[config.mk]
export PLATFORM = sky130hd
export DESIGN_NAME = cls_stopwatch
export DESIGN_NICKNAME = d
export VERILOG_FILES = /design/src/verilog/cls_pkg.sv /design/src/verilog/cls_stopwatch.sv /design/src/verilog/cls_comma_detect.sv
export VERILOG_INCLUDE_DIRS = /design/src /design/src/verilog
export SDC_FILE = /design/constraint.sdc
export NUM_CORES = 1
export LEC_CHECK = 0
export BUFFER_PORTS_ARGS = -buffer_cell sky130_fd_sc_hd__buf_2
export CORE_MARGIN = 8
export CORE_UTILIZATION = 30
export CTS_CLUSTER_DIAMETER = 80
export DETAILED_ROUTE_END_ITERATION = 7
export SLEW_MARGIN = 10
export SYNTH_ARGS = -nofsm -noshare
export SYNTH_HDL_FRONTEND = slang
export SYNTH_SLANG_ARGS = --single-unit
[constraint.sdc]
create_clock -name clock -period 2.3 [get_ports clock]
set_input_delay 0.46 -clock clock [delete_from_list [all_inputs] [get_ports clock]]
set_output_delay 0.46 -clock clock [all_outputs]
set_load 0.02 [all_outputs]
[src/verilog/cls_map.svh]
`ifndef CLS_MAP_SVH
`define CLS_MAP_SVH

// ============================================================
// Geometry
`define CLS_NUM_CHAN 2
`define CLS_NUM_TAP 4
`define CLS_TAP_STOP_BASE 2
`define CLS_COUNT_WIDTH 20
`define CLS_COUNT_MAX 20'hfffff
`define CLS_COUNT_ZERO 20'h00000

// ============================================================
// Register byte offsets
`define CLS_ADDR_WIDTH 8
`define CLS_OFS_CTRL 8'h00
`define CLS_OFS_RESULT 8'h04
`define CLS_OFS_STATUS 8'h08

// ============================================================
// Control and status layout
`define CLS_CTRL_WIDTH 10
`define CLS_CTRL_RESET 10'h000
`define CLS_CTRL_PAD 22'h000000
`define CLS_RESULT_PAD 12'h000
`define CLS_STATUS_WIDTH 4
`define CLS_STATUS_PAD 28'h0000000
`define CLS_READ_ZERO 32'h00000000

// ============================================================
// Comma characters
`define CLS_COMMA_K28_1 8'h3c
`define CLS_COMMA_K28_5 8'hbc
`define CLS_COMMA_K28_7 8'hfc

// ============================================================
// Prescale
`define CLS_PRE_WIDTH 3
`define CLS_PRE_ONE 3'h1
`define CLS_MASK_DIV1 3'h0
`define CLS_MASK_DIV2 3'h1
`define CLS_MASK_DIV4 3'h3
`define CLS_MASK_DIV8 3'h7

`endif

[src/verilog/cls_pkg.sv]
package cls_pkg;

   typedef enum logic [1:0] {
      CLS_IDLE = 2'b00,
      CLS_RUN = 2'b01,
      CLS_DONE = 2'b10
   } cls_state_type;

   typedef enum logic [1:0] {
      CLS_RATE_FULL = 2'b00,
      CLS_RATE_HALF = 2'b01,
      CLS_RATE_QUARTER = 2'b10,
      CLS_RATE_EIGHTH = 2'b11
   } cls_rate_type;

   typedef struct packed {
      logic valid;
      logic ctrl;
      logic [7:0] data;
   } cls_tap_type;

   typedef struct packed {
      logic [1:0] div;
      cls_rate_type rate;
      logic byte_src;
      logic manual;
      logic stop_sel;
      logic start_sel;
      logic chan;
      logic enable;
   } cls_ctrl_type;

   typedef struct packed {
      logic saturated;
      logic started;
      logic done;
      logic running;
   } cls_status_type;

endpackage : cls_pkg

[src/verilog/cls_stopwatch.sv]
// Summary of operation
// RULE_01 - Each channel has two start and two stop taps, chosen by control bits.
// RULE_02 - Only the selected channel is timed, start tap to stop tap.
// RULE_03 - Commas are control characters 0x3C, 0xBC or 0xFC only.
// RULE_04 - First start comma begins counting; later start commas are ignored.
// RULE_05 - First stop comma after start halts counting and freezes the result.
// RULE_06 - Result is a 20-bit count of measurement ticks, readable by software.
// RULE_07 - An interval beyond range reads as 0xFFFFF, never wrapping.
// RULE_08 - One result is held and not replaced until software reads it.
// RULE_09 - Result reads zero when no start comma was ever seen.
// RULE_10 - Manual mode starts and stops on the port address LSB pin level.
// RULE_11 - Fast tick is bit rate over 8, 4, 2 or 1 for the rate setting.
// RULE_12 - Result is accurate to one measurement tick either way.
// RULE_13 - A divider setting scales the measurement tick by 1, 2, 4 or 8.
// RULE_14 - Measurement ticks always come from the channel under test.
// RULE_15 - Alternatively the recovered byte clock of that channel is counted.
// RULE_16 - Software picks the fast tick only at standard radio serial rates.
// RULE_17 - Software divides the tick when intervals may exceed 682 microseconds.
// RULE_18 - Taps exclude the slow serializer and part of the synchroniser.
// RULE_19 - Running count adds one per enabled tick; reading the result re-arms.
`timescale 1ns/100ps
`include "cls_map.svh"

module cls_stopwatch
   import cls_pkg::*;
(
   input wire logic clock,
   input wire logic rstn,
   input wire logic ce,
   input wire logic hsel,
   input wire logic [31:0] haddr,
   input wire logic [1:0] htrans,
   input wire logic hwrite,
   input wire logic [2:0] hsize,
   input wire logic [31:0] hwdata,
   input wire logic hready,
   output logic [31:0] hrdata,
   output logic hreadyout,
   output logic hresp,
   input wire cls_tap_type [`CLS_NUM_CHAN-1:0][`CLS_NUM_TAP-1:0] tap,
   input wire logic [`CLS_NUM_CHAN-1:0] bit_tick,
   input wire logic [`CLS_NUM_CHAN-1:0] byte_tick,
   input wire logic port_address_lsb_pin
);

   // ============================================================
   // Tick mask helper
   function automatic logic [`CLS_PRE_WIDTH-1:0] cls_mask(input logic [1:0] code);
      logic [`CLS_PRE_WIDTH-1:0] m;
      m = `CLS_MASK_DIV1;
      case (code)
         2'b00: m = `CLS_MASK_DIV1;
         2'b01: m = `CLS_MASK_DIV2;
         2'b10: m = `CLS_MASK_DIV4;
         default: m = `CLS_MASK_DIV8;
      endcase
      return m;
   endfunction : cls_mask

   // ============================================================
   // State
   cls_ctrl_type ctrl;
   cls_state_type state;
   cls_state_type next_state;
   logic [`CLS_COUNT_WIDTH-1:0] count;
   logic [`CLS_COUNT_WIDTH-1:0] next_count;
   logic started;
   logic next_started;
   logic [`CLS_PRE_WIDTH-1:0] rate_cnt;
   logic [`CLS_PRE_WIDTH-1:0] div_cnt;
   logic pin_meta;
   logic pin_sync;
   logic wr_pend;
   logic [`CLS_ADDR_WIDTH-1:0] addr_q;

   // ============================================================
   // Comma detectors on every tap of both channels
   wire [`CLS_NUM_CHAN-1:0][`CLS_NUM_TAP-1:0] hit;

   genvar gc;
   genvar gt;
   generate
      for (gc = 0; gc < `CLS_NUM_CHAN; gc++) begin : g_chan
         for (gt = 0; gt < `CLS_NUM_TAP; gt++) begin : g_tap
            cls_comma_detect u_det (
               .clock(clock),
               .rstn(rstn),
               .ce(ce),
               .tap(tap[gc][gt]),
               .hit(hit[gc][gt])
            );
         end
      end
   endgenerate

   // ============================================================
   // Pin synchroniser
   always_ff @(posedge clock or negedge rstn) begin
      if (!rstn) begin
         pin_meta <= 1'b0;
         pin_sync <= 1'b0;
      end else if (ce) begin
         pin_meta <= port_address_lsb_pin;
         pin_sync <= pin_meta;
      end
   end

   // ============================================================
   // Start and stop selection
   // The taps sit after the slow-side serializer and the channel
   // synchroniser front, so their delay is outside the measured span.
   wire [`CLS_NUM_TAP-1:0] chan_hit;
   wire start_comma;
   wire stop_comma;
   wire start_hit;
   wire stop_hit;
   wire [1:0] start_idx;
   wire [1:0] stop_idx;

   assign chan_hit = hit[ctrl.chan]; // [RULE_02]
   assign start_idx = {1'b0, ctrl.start_sel}; // [RULE_01] [RULE_18]
   assign stop_idx = 2'(`CLS_TAP_STOP_BASE) + {1'b0, ctrl.stop_sel}; // [RULE_01] [RULE_18]
   assign start_comma = chan_hit[start_idx];
   assign stop_comma = chan_hit[stop_idx];
   assign start_hit = ctrl.manual ? pin_sync : start_comma; // [RULE_10]
   assign stop_hit = ctrl.manual ? ~pin_sync : stop_comma; // [RULE_10]

   // ============================================================
   // Measurement tick
   wire sel_bit_tick;
   wire sel_byte_tick;
   wire hs_tick;
   wire base_tick;
   wire meas_tick;
   wire [`CLS_PRE_WIDTH-1:0] rate_mask;
   wire [`CLS_PRE_WIDTH-1:0] div_mask;

   assign sel_bit_tick = bit_tick[ctrl.chan]; // [RULE_14]
   assign sel_byte_tick = byte_tick[ctrl.chan]; // [RULE_14]
   assign rate_mask = cls_mask(~ctrl.rate); // [RULE_11]
   assign hs_tick = sel_bit_tick & ((rate_cnt & rate_mask) == rate_mask); // [RULE_11]
   assign base_tick = ctrl.byte_src ? sel_byte_tick : hs_tick; // [RULE_15]
   assign div_mask = cls_mask(ctrl.div); // [RULE_13]
   assign meas_tick = base_tick & ((div_cnt & div_mask) == div_mask); // [RULE_13]

   always_ff @(posedge clock or negedge rstn) begin
      if (!rstn) begin
         rate_cnt <= '0;
      end else if (ce && sel_bit_tick) begin
         rate_cnt <= rate_cnt + `CLS_PRE_ONE;
      end
   end

   always_ff @(posedge clock or negedge rstn) begin
      if (!rstn) begin
         div_cnt <= '0;
      end else if (ce && base_tick) begin
         div_cnt <= div_cnt + `CLS_PRE_ONE;
      end
   end

   // ============================================================
   // Bus decode
   wire accept;
   wire rd_accept;
   wire [`CLS_ADDR_WIDTH-1:0] acc_addr;
   wire rd_result;
   wire wr_ctrl;
   wire [31:0] rd_value;
   wire cls_status_type status;

   assign accept = hsel & htrans[1] & hready;
   assign rd_accept = accept & ~hwrite;
   assign acc_addr = haddr[`CLS_ADDR_WIDTH-1:0];
   assign rd_result = rd_accept & (acc_addr == `CLS_OFS_RESULT); // [RULE_19]
   assign wr_ctrl = wr_pend & (addr_q == `CLS_OFS_CTRL);

   assign status.running = (state == CLS_RUN);
   assign status.done = (state == CLS_DONE);
   assign status.started = started;
   assign status.saturated = (count == `CLS_COUNT_MAX);

   assign rd_value =
      (acc_addr == `CLS_OFS_CTRL) ? {`CLS_CTRL_PAD, ctrl} :
      (acc_addr == `CLS_OFS_RESULT) ? {`CLS_RESULT_PAD, count} : // [RULE_06]
      (acc_addr == `CLS_OFS_STATUS) ? {`CLS_STATUS_PAD, status} :
      `CLS_READ_ZERO;

   // ============================================================
   // Stopwatch state machine
   // A start or stop event that meets a result read in one cycle wins,
   // so no event is lost; a later read then returns the held count.
   wire start_event;
   wire stop_event;
   wire rearm;

   assign start_event = (state == CLS_IDLE) & ctrl.enable & start_hit;
   assign stop_event = (state == CLS_RUN) & stop_hit;
   assign rearm = rd_result & ~start_event & ~stop_event; // [RULE_19]

   always_comb begin
      next_state = state;
      next_count = count;
      next_started = started;
      case (state)
         CLS_IDLE: begin
            if (ctrl.enable && start_hit) begin
               next_state = CLS_RUN; // [RULE_04]
               next_count = `CLS_COUNT_ZERO;
               next_started = 1'b1;
            end
         end
         CLS_RUN: begin
            if (stop_hit) begin
               next_state = CLS_DONE; // [RULE_05]
            end else if (meas_tick && (count != `CLS_COUNT_MAX)) begin // [RULE_07]
               next_count = count + 20'h00001; // [RULE_19] [RULE_12]
            end
         end
         CLS_DONE: begin
            next_state = CLS_DONE; // [RULE_08]
         end
         default: begin
            next_state = CLS_IDLE;
         end
      endcase
      // A read consumes the held result and arms a fresh measurement.
      if (rearm) begin
         next_state = CLS_IDLE; // [RULE_19]
         next_count = `CLS_COUNT_ZERO; // [RULE_09]
         next_started = 1'b0;
      end
   end

   // Saturation holds the count at all ones once the range is used up.
   always_ff @(posedge clock or negedge rstn) begin
      if (!rstn) begin
         state <= CLS_IDLE;
         count <= `CLS_COUNT_ZERO;
         started <= 1'b0;
      end else if (ce) begin
         state <= next_state;
         count <= next_count;
         started <= next_started;
      end
   end

   // ============================================================
   // Control register
   always_ff @(posedge clock or negedge rstn) begin
      if (!rstn) begin
         ctrl <= cls_ctrl_type'(`CLS_CTRL_RESET);
      end else if (ce && wr_ctrl) begin
         ctrl <= cls_ctrl_type'(hwdata[`CLS_CTRL_WIDTH-1:0]); // [RULE_01]
      end
   end

   // ============================================================
   // AHB-Lite slave, zero wait states, always OKAY
   always_ff @(posedge clock or negedge rstn) begin
      if (!rstn) begin
         wr_pend <= 1'b0;
         addr_q <= '0;
         hrdata <= `CLS_READ_ZERO;
         hreadyout <= 1'b1;
         hresp <= 1'b0;
      end else if (ce) begin
         wr_pend <= accept & hwrite;
         addr_q <= acc_addr;
         hreadyout <= 1'b1;
         hresp <= 1'b0;
         if (rd_accept) begin
            hrdata <= rd_value;
         end
      end
   end

endmodule : cls_stopwatch

[src/verilog/cls_comma_detect.sv]
`timescale 1ns/100ps
`include "cls_map.svh"

module cls_comma_detect
   import cls_pkg::*;
(
   input wire logic clock,
   input wire logic rstn,
   input wire logic ce,
   input wire cls_tap_type tap,
   output logic hit
);

   // ============================================================
   // Comma match
   wire is_comma;
   assign is_comma = tap.valid & tap.ctrl &
      ((tap.data == `CLS_COMMA_K28_1) |
       (tap.data == `CLS_COMMA_K28_5) |
       (tap.data == `CLS_COMMA_K28_7)); // [RULE_03]

   always_ff @(posedge clock or negedge rstn) begin
      if (!rstn) begin
         hit <= 1'b0;
      end else if (ce) begin
         hit <= is_comma;
      end
   end

endmodule : cls_comma_detect

==> metrics.md <==
| Metric | Value |
|---|---|
| Layout area overhead | `27.6%` |
| Via-to-Cell Ratio | `4.97` |
| Area after DPL | `5310 sq um` |
| Clock power frac | `41.5%` |
| Layout cell share with drive strength beyond 1 | `36.7%` |
| Initial antenna violation count | `0` |
| Synthesized instance count | `425` |
| Final period util | `95.2%` |
| Min-delay worst type | `in2async` |
| Die Wd | `138 um` |
| Die Ht | `138 um` |
| Ys Warns | `0` |
| Die area | `18900 sq um` |
| Placeable Area | `14500 sq um` |
| Psw | `0.00107 W` |
| DRC | `0` |
| DR WL/cell | `15.7 um` |
| Final setup viols | `0` |
| Maximum VDD drop | `356 uV` |
| Part of the power in registers | `38.7%` |
| Synthesized area per cell | `10.4 sq um` |
| Clock insertion delay at the later pin of the skew report | `0.34 ns` |
| Dpl ws | `0.0958 ns` |
| CP startpoint kind | `flop` |
| Inst Count DP | `735` |
| Fmax | `457 MHz` |
| #FFs+latches synth | `78` |
| Post-Syn Area | `4440 sq um` |
| FF-to-FF setup slack | `0.11 ns` |
| RR Endpoint | `count[2]$_DFFE_PN0P_` |
| Max-Cap Viols | `0` |
| Crit path capture type | `flop` |
| Worst Tran Pin Value | `0.666 ns` |
| Rows | `44` |
| Register area share after synthesis | `44.0%` |
| Vias in the first global route | `3912` |
| Non-Filler Instances | `751` |
| RD Place Congestion | `0.846` |
| Fin. max-slew vios | `0` |
| Distinct cells, synth | `66` |
| Vias after detailed routing | `3731` |
| Final ANT Viol Nets | `0` |
| Power density over the cells | `713 nW/um^2` |
| Leakage | `2.71 nW` |
| Status | `finished clean` |
| Worst Path Max Fanout | `8` |
| First-pass GRT wire length | `19100 um` |
| Asr flop ratio synth | `100%` |
| CTS Root Cell | `clkbuf_16` |
| Storage cell area | `1950 sq um` |
| DPL Wire Length | `9310 um` |
| First-pass DRT Iterations | `4` |
| Comb pwr share | `19.8%` |
| Hold Fails Final Rpt | `0` |
| Prevailing post-synth register cell | `dfrtp_1` |
| PortBufs | `129` |
| Post-synth EDFFs | `0` |
| Number of cells on the worst reg-to-reg path | `8` |
| Worst Skew | `0.00754 ns` |
| Clock Path Buffers | `2` |
| Arrival time of the worst setup path | `2.43 ns` |
| Final net count | `729` |
| Clock transition at the registers of the reported paths | `0.06 ns` |
| Area of the multi-input gates | `2200 sq um` |
| Fillers | `1447` |
| Slack of the critical path | `0.110 ns` |
| Worst Path Required | `2.54 ns` |
| CTS H-tree depth | `3` |
| Initial Util | `30.6%` |
| CTS tree | `done` |
| Routed wire length | `11800 um` |
| DRT iter0 DRCs | `185` |
| GRT Total Usage | `12.8%` |
| Internal power | `0.00296 W` |
| Ant diodes | `0` |
| Fin crit period | `2.19 ns` |
| Total gr overflow | `0` |
| Num ports | `194` |
| Max_slew headroom | `55.2%` |
| TNS Setup | `0 ns` |
| Post-Layout Inst Area | `5660 sq um` |
| WS Path Type | `reg2reg` |
| RR Startpoint | `ctrl[2]$_DFFE_PN0P_` |
| RSZ-0062 raised after global routing | `no` |
| Sw Share | `26.6%` |
| Clock sink total | `78` |
| CTS buffer count | `9` |
| Largest net degree at the start of global routing | `41` |
[stage by stage]
stage	utilization [%]	total power (W)	hold slack, ns
2_1_floorplan	-	0.00211	0.164
3_3_place_gp	36.7	0.00235	0.456
3_5_place_dp	36.7	0.00239	0.464
4_1_cts	39.1	0.00410	0.109
5_1_grt	39.1	0.00425	0.138
6_report	39.1	0.00404	0.104
[worst max-delay path: stages, from the launching register on]
cell	delay, ns
dfrtp_1	0.44
mux2i_1	0.22
and4bb_1	0.24
o31a_4	0.29
buf_4	0.16
o31ai_4	0.26
buf_4	0.21
o21ai_1	0.08
a21o_1	0.18
[worst max-delay path by stage]
| stage | startpoint | to | slack [ns] | cells after the start |
|---|---|---|---|---|
| floorplan | haddr[4] | count[8]$_DFFE_PN0P_ | 0.30 | 8 |
| global placement | haddr[4] | count[15]$_DFFE_PN0P_ | 0.12 | 8 |
| detailed placement | haddr[4] | count[10]$_DFFE_PN0P_ | 0.1 | 8 |
| CTS | ctrl[2]$_DFFE_PN0P_ | count[2]$_DFFE_PN0P_ | 0.1 | 8 |
| global route | ctrl[2]$_DFFE_PN0P_ | count[2]$_DFFE_PN0P_ | 0.008 | 8 |
| finish | ctrl[2]$_DFFE_PN0P_ | count[2]$_DFFE_PN0P_ | 0.11 | 8 |
[flip-flops by register name, indices dropped and copies added (netlist names), 2 cells and up]
| register | count |
|---|---|
| ctrl | 10 |
| div_cnt | 3 |
| g_chan.g_tap.u_det.hit | 8 |
| hrdata | 20 |
| state | 2 |
| count | 20 |
| addr_q | 8 |
| rate_cnt | 3 |
[power groups by stage]
stage               registers [W]  clock network (W)  logic [W]
global route              0.00158            0.00177   0.000898
detailed placement        0.00159                  0   0.000806
global placement          0.00158                  0   0.000773
CTS                       0.00156            0.00173   0.000810
finish                    0.00156            0.00167   0.000798
floorplan                 0.00157                  0   0.000545
[cell usage after synthesis (all sizes together) (2+ instances only)]
cell      n  area share [%]
nand2    39             3.3
a31o      2            0.39
and3      3            0.42
a41oi     2            0.39
a22o     11             2.2
a31oi    12             1.7
nor3      6            0.79
nor4b     4             1.2
nor2     14             1.4
o221a     2            0.51
mux2i    21             4.7
nand4     6             1.3
nand3    11             1.2
and4b     9             2.0
o21a      6             1.0
or3       5            0.93
o211ai    2            0.65
ha        7             2.0
dfrtp    78              44
o2111ai   8             1.6
nor2b     6            0.85
or2       4            0.56
inv      27             2.3
o32ai     8             1.6
conb      2            0.17
o211a     2            0.45
nand2b    6            0.85
nor4      8             1.7
mux2     22             5.6
clkbuf   11            0.93
a21oi    15             1.7
o31a      2            0.62
buf      25             4.3
o31ai     2            0.65
o21ai    20             2.3
xnor2     4            0.79
[cell type report]
| cell class | count | area share [%] |
|---|---|---|
| multi-input combinational | 296 | 38.8 |
| sequential | 78 | 34.5 |
| clock buffer | 13 | 4.60 |
| inverter | 27 | 1.79 |
| timing repair buffer | 150 | 14.7 |
| tap | 184 | 4.07 |
| clock inverter | 3 | 1.59 |
[repair_timing]
action / 4_1_cts / 5_1_grt
setup buffers: 0 / 0
endpoints found under the setup margin: 0 / 2
hold buffers: 0 / 0
gates resized for setup: 0 / 1
[per-layer routing]
metal,GRT usage [%],vias up,wire [um]
li1,-,1812,-
met1,15.0,1762,5110
met2,21.1,146,5540
met3,4.23,11,928
met4,5.67,0,189
met5,0,-,0
[layout by cell type, fill, tap and decap left out, types with 4 or more instances in the layout]
master,n
nor4_1,5
nand2_1,39
a22o_1,11
o32ai_1,8
a31oi_1,12
ha_1,7
o21a_1,6
mux2i_1,21
nand3_1,11
o2111ai_1,8
dfrtp_1,78
o21ai_0,6
xnor2_1,4
conb_1,14
buf_4,20
o21ai_1,14
nor3_1,5
nor2b_1,6
nand2b_1,6
and4b_1,9
a21oi_1,15
inv_1,27
mux2_2,21
nor2_1,11
clkbuf_16,9
buf_2,128
[cell families after synthesis]
family	share of synthesized area (%)
xor+xnor	0.790
buf+inv	7.50
fa+ha+maj	1.97
flops	44.0
simple gates	17.9
compound gates	17.3
other cells	0.169
mux	10.3
Note: power is estimated with default switching activity, not from simulation.
